### config.mk
export PLATFORM = sky130hd
export DESIGN_NAME = protection_reaction_supervisor
export DESIGN_NICKNAME = d
export VERILOG_FILES = /design/src/rtl/slot_tick.v /design/src/rtl/blank_filter.v /design/src/rtl/protection_reaction_supervisor.v
export VERILOG_INCLUDE_DIRS = /design/src /design/src/rtl
export SDC_FILE = /design/constraint.sdc
export NUM_CORES = 1
export LEC_CHECK = 0
export BUFFER_PORTS_ARGS = -buffer_cell sky130_fd_sc_hd__buf_2
export CORE_MARGIN = 1.5
export CORE_UTILIZATION = 50
export CTS_BUF_LIST = sky130_fd_sc_hd__clkbuf_8
export DETAILED_ROUTE_END_ITERATION = 8
export GPL_TIMING_DRIVEN = 0
export PLACE_DENSITY = 0.77
export SYNTH_ARGS = -nofsm -noshare
export SYNTH_HDL_FRONTEND = slang
export SYNTH_SLANG_ARGS = --single-unit
### constraint.sdc
create_clock -name clk_i -period 3.3 [get_ports clk_i]
set_input_delay 0.165 -clock clk_i [delete_from_list [all_inputs] [get_ports clk_i]]
set_output_delay 0.165 -clock clk_i [all_outputs]
set_load 0.02 [all_outputs]
### src/rtl/prot_supervisor_regs.vh
// Constants of the protection reaction supervisor: encodings and timing counts.
// Assumes a 20 MHz controller clock; times are given in microseconds.
`ifndef PROT_SUPERVISOR_REGS_VH
`define PROT_SUPERVISOR_REGS_VH

// ==========================================================================
// Clock and slot timing
// ==========================================================================
`define CLK_MHZ 20
`define SLOT_TIME_US 32
`define SLOT_CYCLES (`SLOT_TIME_US * `CLK_MHZ)
`define STAGE_OFF_SLOTS 4

// ==========================================================================
// Reaction encodings
// ==========================================================================
`define REACT_AUTO 2'h0
`define REACT_FAST 2'h1
`define REACT_LATCH 2'h2
`define REACT_STOP 2'h3

// ==========================================================================
// Protection sources, one bit each
// ==========================================================================
`define NUM_PROT 8
`define PROT_VCC_OV 0
`define PROT_WATCHDOG 1
`define PROT_PARITY 2
`define PROT_CLOCK 3
`define PROT_CRC 4
`define PROT_TASK 5
`define PROT_STAGE1 6
`define PROT_STAGE2 7

// ==========================================================================
// Default counts, in slots, and the no-error code
// ==========================================================================
`define DEF_RESTART_SLOTS 16'h7A12
`define DEF_FAST_RESTART_SLOTS 16'h0C35
`define DEF_SELF_SUPPLY_SLOTS 16'h186A
`define DEF_WATCHDOG_SLOTS 16'h0020
`define ERR_NONE 4'h0

`endif

### src/rtl/slot_tick.v
// Slot divider: one-cycle pulse every slot of the controller clock.
// Assumes the synchronous reset of the host clock domain.
`timescale 1ns/100ps
`include "prot_supervisor_regs.vh"

module slot_tick #(
	parameter integer DIV = `SLOT_CYCLES
) (
	input wire clk_i,
	input wire srst_i,
	output reg tick_o
);

	reg [15:0] cnt_q;

	always @(posedge clk_i) begin
		if (srst_i) begin
			cnt_q <= 16'h0000;
			tick_o <= 1'b0;
		end else if (cnt_q == DIV[15:0] - 16'h0001) begin
			cnt_q <= 16'h0000;
			tick_o <= 1'b1;
		end else begin
			cnt_q <= cnt_q + 16'h0001;
			tick_o <= 1'b0;
		end
	end

endmodule // slot_tick

### src/rtl/blank_filter.v
// Blanking filter: raises its trigger once the condition has held without a break
// for more than the blanking count of slots. Condition is a same-clock level.
`timescale 1ns/100ps
`include "prot_supervisor_regs.vh"

module blank_filter (
	input wire clk_i,
	input wire srst_i,
	input wire slot_i,
	input wire cond_i,
	input wire [15:0] blank_i,
	output reg trig_o
);

	reg [15:0] cnt_q;

	always @(posedge clk_i) begin
		if (srst_i || !cond_i) begin
			cnt_q <= 16'h0000;
			trig_o <= 1'b0;
		end else if (slot_i) begin
			if (cnt_q > blank_i) begin
				trig_o <= 1'b1;
			end else begin
				cnt_q <= cnt_q + 16'h0001;
			end
		end
	end

endmodule // blank_filter

### src/rtl/protection_reaction_supervisor.v
// Protection reaction supervisor: lockout, integrity checks, reactions, restart.
// Assumes comparator and check inputs arrive from pins and are synchronised here;
// firmware strobes and configuration come from logic on the same clock.
`timescale 1ns/100ps
`include "prot_supervisor_regs.vh"

module protection_reaction_supervisor #(
	parameter integer NP = `NUM_PROT,
	parameter integer SLOT_DIV = `SLOT_CYCLES
) (
	input wire clk_i,
	input wire srst_i,
	input wire above_enable_i,
	input wire below_disable_i,
	input wire above_ov_i,
	input wire below_lockout_low_i,
	input wire above_lockout_high_i,
	input wire self_supply_ok_i,
	input wire parity_err_i,
	input wire clock_fail_i,
	input wire stage1_fault_i,
	input wire stage2_fault_i,
	input wire wd_service_i,
	input wire crc_done_i,
	input wire crc_ok_i,
	input wire task_fail_i,
	input wire stage1_ss_done_i,
	input wire stage2_start_ok_i,
	input wire err_read_i,
	input wire [2*NP-1:0] reaction_cfg_i,
	input wire [16*NP-1:0] blank_cfg_i,
	input wire [15:0] restart_slots_i,
	input wire [15:0] fast_restart_slots_i,
	input wire [15:0] self_supply_slots_i,
	input wire [15:0] watchdog_slots_i,
	output reg chip_enable_o,
	output reg normal_op_o,
	output reg stage1_gate_en_o,
	output reg stage2_gate_en_o,
	output reg startup_cell_on_o,
	output reg param_mode_o,
	output reg latched_o,
	output reg [3:0] error_code_o
);

	// ==========================================================================
	// States
	// ==========================================================================
	localparam [7:0] S_OFF = 8'h01;
	localparam [7:0] S_CHECK = 8'h02;
	localparam [7:0] S_START1 = 8'h04;
	localparam [7:0] S_START2 = 8'h08;
	localparam [7:0] S_RUN = 8'h10;
	localparam [7:0] S_SHUT = 8'h20;
	localparam [7:0] S_WAIT = 8'h40;
	localparam [7:0] S_HALT = 8'h80;

	// ==========================================================================
	// Input synchronisers
	// ==========================================================================
	localparam integer NS = 10;
	wire [NS-1:0] raw_w = {stage2_fault_i, stage1_fault_i, clock_fail_i, parity_err_i,
		self_supply_ok_i, above_lockout_high_i, below_lockout_low_i, above_ov_i,
		below_disable_i, above_enable_i};
	reg [NS-1:0] meta_q;
	reg [NS-1:0] sync_q;

	always @(posedge clk_i) begin
		if (srst_i) begin
			meta_q <= {NS{1'b0}};
			sync_q <= {NS{1'b0}};
		end else begin
			meta_q <= raw_w;
			sync_q <= meta_q;
		end
	end

	wire on_w = sync_q[0];
	wire off_w = sync_q[1];
	wire ov_w = sync_q[2];
	wire low_w = sync_q[3];
	wire high_w = sync_q[4];
	wire ssok_w = sync_q[5];

	// ==========================================================================
	// Slot tick and per-protection blanking
	// ==========================================================================
	wire slot_w;

	slot_tick #(.DIV(SLOT_DIV)) u_tick (
		.clk_i(clk_i),
		.srst_i(srst_i),
		.tick_o(slot_w)
	);

	reg [15:0] wd_cnt_q;
	reg crc_bad_q;
	reg [7:0] state_q;
	wire [NP-1:0] cond_w;
	wire [NP-1:0] trig_w;

	assign cond_w[`PROT_VCC_OV] = ov_w;
	assign cond_w[`PROT_WATCHDOG] = (wd_cnt_q >= watchdog_slots_i);
	assign cond_w[`PROT_PARITY] = sync_q[6];
	assign cond_w[`PROT_CLOCK] = sync_q[7];
	assign cond_w[`PROT_CRC] = crc_bad_q;
	assign cond_w[`PROT_TASK] = task_fail_i;
	assign cond_w[`PROT_STAGE1] = sync_q[8];
	assign cond_w[`PROT_STAGE2] = sync_q[9];

	genvar g;
	generate
		for (g = 0; g < NP; g = g + 1) begin : g_blank
			blank_filter u_blank (
				.clk_i(clk_i),
				.srst_i(srst_i),
				.slot_i(slot_w),
				.cond_i(cond_w[g]),
				.blank_i(blank_cfg_i[16*g +: 16]),
				.trig_o(trig_w[g])
			);
		end
	endgenerate

	// Watchdog runs only while firmware is alive, i.e. outside lockout.
	always @(posedge clk_i) begin
		if (srst_i || wd_service_i || state_q == S_OFF) begin
			wd_cnt_q <= 16'h0000;
		end else if (slot_w && wd_cnt_q != 16'hFFFF) begin
			wd_cnt_q <= wd_cnt_q + 16'h0001;
		end
	end

	// Returns the lowest triggered protection index plus one, zero if none.
	function [3:0] first_code;
		input [NP-1:0] t;
		integer i;
		begin
			first_code = `ERR_NONE;
			for (i = NP - 1; i >= 0; i = i - 1) begin
				if (t[i]) begin
					first_code = i[3:0] + 4'h1;
				end
			end
		end
	endfunction

	// ==========================================================================
	// Reaction state machine
	// ==========================================================================
	wire any_trig_w = |trig_w;
	wire [3:0] code_w = first_code(trig_w);
	reg [1:0] react_q;
	reg [15:0] cnt_q;
	reg [2:0] slots_q;
	reg related2_q;
	reg ss_to_q;

	always @(posedge clk_i) begin
		if (srst_i) begin
			state_q <= S_OFF;
			react_q <= `REACT_AUTO;
			cnt_q <= 16'h0000;
			slots_q <= 3'h0;
			related2_q <= 1'b0;
			ss_to_q <= 1'b0;
			crc_bad_q <= 1'b0;
			chip_enable_o <= 1'b0;
			normal_op_o <= 1'b0;
			stage1_gate_en_o <= 1'b0;
			stage2_gate_en_o <= 1'b0;
			param_mode_o <= 1'b0;
			latched_o <= 1'b0;
			error_code_o <= `ERR_NONE;
		end else begin
			if (crc_done_i) begin
				crc_bad_q <= !crc_ok_i;
			end
			if (err_read_i && error_code_o != `ERR_NONE) begin
				error_code_o <= `ERR_NONE;
			end
			case (state_q)
			S_OFF: begin
				chip_enable_o <= 1'b0;
				param_mode_o <= 1'b0;
				latched_o <= 1'b0;
				crc_bad_q <= 1'b0;
				if (on_w) begin
					chip_enable_o <= 1'b1;
					state_q <= S_CHECK;
					cnt_q <= 16'h0000;
				end
			end
			S_CHECK: begin
				if (!any_trig_w && !(|cond_w)) begin
					normal_op_o <= 1'b1;
					stage1_gate_en_o <= 1'b1;
					cnt_q <= 16'h0000;
					ss_to_q <= 1'b0;
					state_q <= S_START1;
				end
			end
			S_START1: begin
				if (stage1_ss_done_i) begin
					state_q <= S_START2;
				end
			end
			S_START2: begin
				if (stage2_start_ok_i) begin
					stage2_gate_en_o <= 1'b1;
					state_q <= S_RUN;
				end
			end
			default: begin
			end
			endcase
			// Self-supply timeout counts from enable until the auxiliary supply holds.
			if ((state_q == S_START1 || state_q == S_START2 || state_q == S_RUN)
				&& !ssok_w && !ss_to_q) begin
				if (slot_w) begin
					cnt_q <= cnt_q + 16'h0001;
				end
				if (cnt_q >= self_supply_slots_i || off_w) begin
					ss_to_q <= 1'b1;
					react_q <= `REACT_FAST;
					related2_q <= 1'b0;
					slots_q <= 3'h0;
					normal_op_o <= 1'b0;
					state_q <= S_SHUT;
				end
			end else if ((state_q == S_START1 || state_q == S_START2 || state_q == S_RUN)
				&& any_trig_w) begin
				if (trig_w[`PROT_VCC_OV]) begin
					react_q <= `REACT_STOP;
				end else begin
					react_q <= reaction_cfg_i[2*(code_w-4'h1) +: 2];
				end
				if (error_code_o == `ERR_NONE) begin
					error_code_o <= code_w;
				end
				related2_q <= trig_w[`PROT_STAGE2] && !trig_w[`PROT_STAGE1];
				slots_q <= 3'h0;
				normal_op_o <= 1'b0;
				state_q <= S_SHUT;
			end
			if (state_q == S_SHUT) begin
				if (related2_q) begin
					stage2_gate_en_o <= 1'b0;
				end else begin
					stage1_gate_en_o <= 1'b0;
				end
				if (slot_w) begin
					slots_q <= slots_q + 3'h1;
				end
				if (slot_w && slots_q == 3'h0) begin
					stage1_gate_en_o <= 1'b0;
					stage2_gate_en_o <= 1'b0;
					cnt_q <= 16'h0000;
					case (react_q)
					`REACT_LATCH: begin
						latched_o <= 1'b1;
						state_q <= S_HALT;
					end
					`REACT_STOP: begin
						param_mode_o <= 1'b1;
						state_q <= S_HALT;
					end
					default: begin
						state_q <= S_WAIT;
					end
					endcase
				end
			end
			if (state_q == S_WAIT) begin
				if (slot_w) begin
					cnt_q <= cnt_q + 16'h0001;
				end
				if ((react_q == `REACT_FAST && cnt_q >= fast_restart_slots_i)
					|| (react_q == `REACT_AUTO && cnt_q >= restart_slots_i)) begin
					error_code_o <= `ERR_NONE;
					state_q <= S_CHECK;
				end
			end
			// Losing the supply always ends in lockout; stop leaves only this way, latch also leaves on off_w.
			if (state_q != S_OFF && low_w) begin
				state_q <= S_OFF;
				chip_enable_o <= 1'b0;
				normal_op_o <= 1'b0;
				stage1_gate_en_o <= 1'b0;
				stage2_gate_en_o <= 1'b0;
				error_code_o <= `ERR_NONE;
			end else if (state_q != S_OFF && state_q != S_SHUT && off_w
				&& !(state_q == S_HALT && react_q == `REACT_STOP)) begin
				// In stop the outside equipment is expected to hold the supply.
				state_q <= S_OFF;
				chip_enable_o <= 1'b0;
				normal_op_o <= 1'b0;
				stage1_gate_en_o <= 1'b0;
				stage2_gate_en_o <= 1'b0;
			end
		end
	end

	// ==========================================================================
	// Startup cell hysteresis in restart wait and in latch
	// ==========================================================================
	always @(posedge clk_i) begin
		if (srst_i) begin
			startup_cell_on_o <= 1'b1;
		end else if (state_q == S_OFF || state_q == S_CHECK) begin
			startup_cell_on_o <= 1'b1;
		end else if (state_q == S_WAIT || (state_q == S_HALT && react_q == `REACT_LATCH)) begin
			if (low_w) begin
				startup_cell_on_o <= 1'b1;
			end else if (high_w) begin
				startup_cell_on_o <= 1'b0;
			end
		end else begin
			startup_cell_on_o <= 1'b0;
		end
	end

endmodule // protection_reaction_supervisor

==> impl_metrics.yaml <==
logic_synthesis:
  synth_ff_type: "dfxtp_1"
  synth_top_cells_by_count: "dfxtp_1 (232), inv_1 (229), ha_1 (206), nor2_1 (157), a21oi_1 (141)"
  yosysMostFrequentCell: "dfxtp_1"
  async_flop_share_pct: 0
  synth_edf_count: 0
  synthCells: 1882
  yosysTopAreaCell: "dfxtp_1"
  synth_top_cell_area_share_pct: 30.4
  synth_seq_area_share_pct: 30.4
  netlist_area_um2: 15300
  yosys-top-cells-area: "dfxtp_1 (30%), ha_1 (17%), inv_1 (5.6%)"
  ys_ff_latch: 232
  ys.warnings.count: 0
  syn-mean-instance-area_um2: 8.13
  synth.net_count: 2315
  synth.distinct_cells: 73
finish:
  fin_nets: 2610
  drive_above_1_share_pct: 15.2
  post-route-util_pct: 60.3
  layout.cells.non_filler: 2598
  syn2layout_area_growth_pct: 17.7
sta:
  post-route-period-util_pct: 93.5
  relSlewSlack_pct: 37.1
  fin_crit_ns: 3.09
  worst_pin_slew_ns: 0.920
  finalMaxSlewViolations: 0
  max_freq_mhz: 324
  setup_violations: 0
  hold_viol_final: 0
  finClkSkew_ns: 0.0330
  grt_setup_unrepaired: "no"
cts:
  clkTransAtPathRegs_ns: 0.06
  cts_buffers: 41
  cts.path.max_buffers: 3
  cts_max_level: 2
  clk_latency_ns: 0.55
  cts.sinks: 232
  cts_tree: "yes"
  cts-root-buf: "clkbuf_8"
floorplanning:
  die_w_um: 178
  ios: 238
  coreArea_um2: 29900
  initial_core_util_pct: 51.2
  die_y_um: 178
  rows: 63
  dieArea_um2: 31700
drt:
  routed_wl_mm: 39.5
  viasPerCell: 5.64
  ant_nets: 0
  wl_per_cell_um: 15.2
  vias: 14700
  top_layer: "met4"
  firstDrtPassIters: 5
  wl_met2_mm: 18.9
  wl_met3_mm: 2.35
  route.detailed.drc: 0
  drt-initial-drc-count: 808
  met1_length_mm: 16.7
pwr:
  leakagePower_nw: 8.20
  pwr_density_cell_nw_per_um2: 341
  ir_worst_vdd_uv: 240
min_path:
  hold_path_class: "input port to flop"
  min_to: "state_q[3]$_SDFF_PP0_"
  hold_depth: 5
  hold_start: "stage1_ss_done_i"
worst_setup_path:
  crit_type: "flop to flop"
  cp-start-kind: "flop"
  end_kind: "flop"
  regToRegSetupSlack_ns: 0.21
  worstReg2RegEnd: "g_blank[7].u_blank.cnt_q[5]$_SDFFE_PP0P_"
  r2r-start: "u_tick.tick_o$_SDFF_PP0_"
  reg2regPathDepth: 7
  crit_fanout: 10
  cp.required_ns: 3.73
  cp_data_arrival_time_ns: 3.51
place:
  dp_cells: 2510
  hpwl_mm: 30.9
  numPortBuffers: 237
  place_congestion: 0.881
global_route:
  grt_pass1_wl_mm: 64.1
  antenna_found_initial: 1
  track_usage_pct: 24.7
  grt_pass1_vias: 14200
  grt_max_degree: 11
  overflow: 0
outcome:
  status: "finished clean"
job:
  maxCapViolations: 0
[power by group]
group | leakage, nW | switching (mW) | total [mW] | internal, mW
sequential | 1.87 | 0.0172 | 2.84 | 2.82
combinational | 5.84 | 0.270 | 0.503 | 0.233
clock | 0.483 | 1.19 | 2.81 | 1.61
total | 8.20 | 1.48 | 6.15 | 4.67
[metal layers]
layer  GRT usage [%]  vias to the layer above
met4            11.3                        0
met1            29.4                     6800
met5               0                        -
met3            3.96                       95
li1                -                     7336
met2            43.2                      427
[layout by cell type (no fill, tap or decap), types with 53 or more instances in the layout]
master and instances:
a21oi_1 141, buf_2 238, dfxtp_1 232, ha_1 206, inv_1 239, nand2_1 109
nand3_1 66, nand4_1 74, nor2_1 157, o21ai_0 76, or3_1 53, xor2_1 53
[final cells by class]
cell class | instances | area, um2
well taps | 390 | 488
clock buffers | 50 | 688
multi-input cells | 1375 | 9610
flip-flops and latches | 232 | 4640
diodes | 2 | 5.00
clock inverters | 22 | 181
inverters | 229 | 860
fillers | 2685 | 11900
plain buffers | 46 | 191
repair buffers | 252 | 1340
[worst max-delay path, stage by stage, from the launching register on]
cell	delay, ns
dfxtp_1	0.30
clkbuf_1	0.51
clkbuf_2	0.50
clkbuf_1	0.58
clkbuf_1	0.61
o2111ai_1	0.24
xor2_1	0.19
nor2_1	0.05
[worst max-delay path by stage]
stage / depth (start not counted) / slack [ns] / start / endpoint
after floorplan: 8 / 0.71 / g_blank[3].u_blank.cnt_q[7]$_SDFFE_PP0P_ / g_blank[3].u_blank.cnt_q[15]$_SDFFE_PP0P_
after global placement: 7 / -0.05 / u_tick.tick_o$_SDFF_PP0_ / g_blank[7].u_blank.cnt_q[5]$_SDFFE_PP0P_
after detailed placement: 7 / -0.09 / u_tick.tick_o$_SDFF_PP0_ / g_blank[5].u_blank.cnt_q[1]$_SDFFE_PP0P_
after CTS: 9 / 0.09 / g_blank[5].u_blank.trig_o$_SDFFE_PP0P_ / react_q[0]$_SDFFE_PP0P_
after global routing: 7 / 0.007 / u_tick.tick_o$_SDFF_PP0_ / g_blank[7].u_blank.cnt_q[5]$_SDFFE_PP0P_
final: 7 / 0.21 / u_tick.tick_o$_SDFF_PP0_ / g_blank[7].u_blank.cnt_q[5]$_SDFFE_PP0P_
[metrics by stage]
step                      instance area, um2  setup slack, ns  power (mW)  hold WS, ns  TNS [ns]
after floorplan                        15300            0.705        3.16        0.278         0
after detailed placement               17000          -0.0902        3.39        0.380    -0.347
after global routing                   18000          0.00745        6.40        0.164         0
final                                  18000            0.214        6.15       0.0939         0
after global placement                 17000          -0.0524        3.37        0.372    -0.206
after CTS                              18000           0.0887        6.21       0.0798         0
[registers in the layout, indices dropped and copies added, names as in the netlist, 2 cells and up]
register / cells
wd_cnt_q: 16
state_q: 8
sync_q: 10
cnt_q: 16
error_code_o: 4
g_blank.u_blank.cnt_q: 128
g_blank.u_blank.trig_o: 8
react_q: 2
meta_q: 10
u_tick.cnt_q: 16
slots_q: 3
[repair_timing]
| action | 4_1_cts | 5_1_grt |
|---|---|---|
| hold buffers | 14 | 0 |
| resized for setup | 1 | 1 |
| gates cloned | 0 | 0 |
| hold endpoints to repair | 14 | 0 |
| buffers inserted | 0 | 0 |
| endpoints found under the setup margin | 7 | 1 |
[cell families (layout without fill, tap and decap cells)]
group | after synthesis | after routing | share of synthesized area (%)
other cells | 0 | 2 | 0
flops | 232 | 232 | 30.4
buf+inv | 275 | 599 | 6.86
simple gates | 671 | 671 | 23.3
xor+xnor | 79 | 79 | 4.52
compound gates | 405 | 405 | 16.9
fa+ha+maj | 206 | 206 | 16.8
mux | 14 | 14 | 1.24
(Power assumes the default switching activity.)
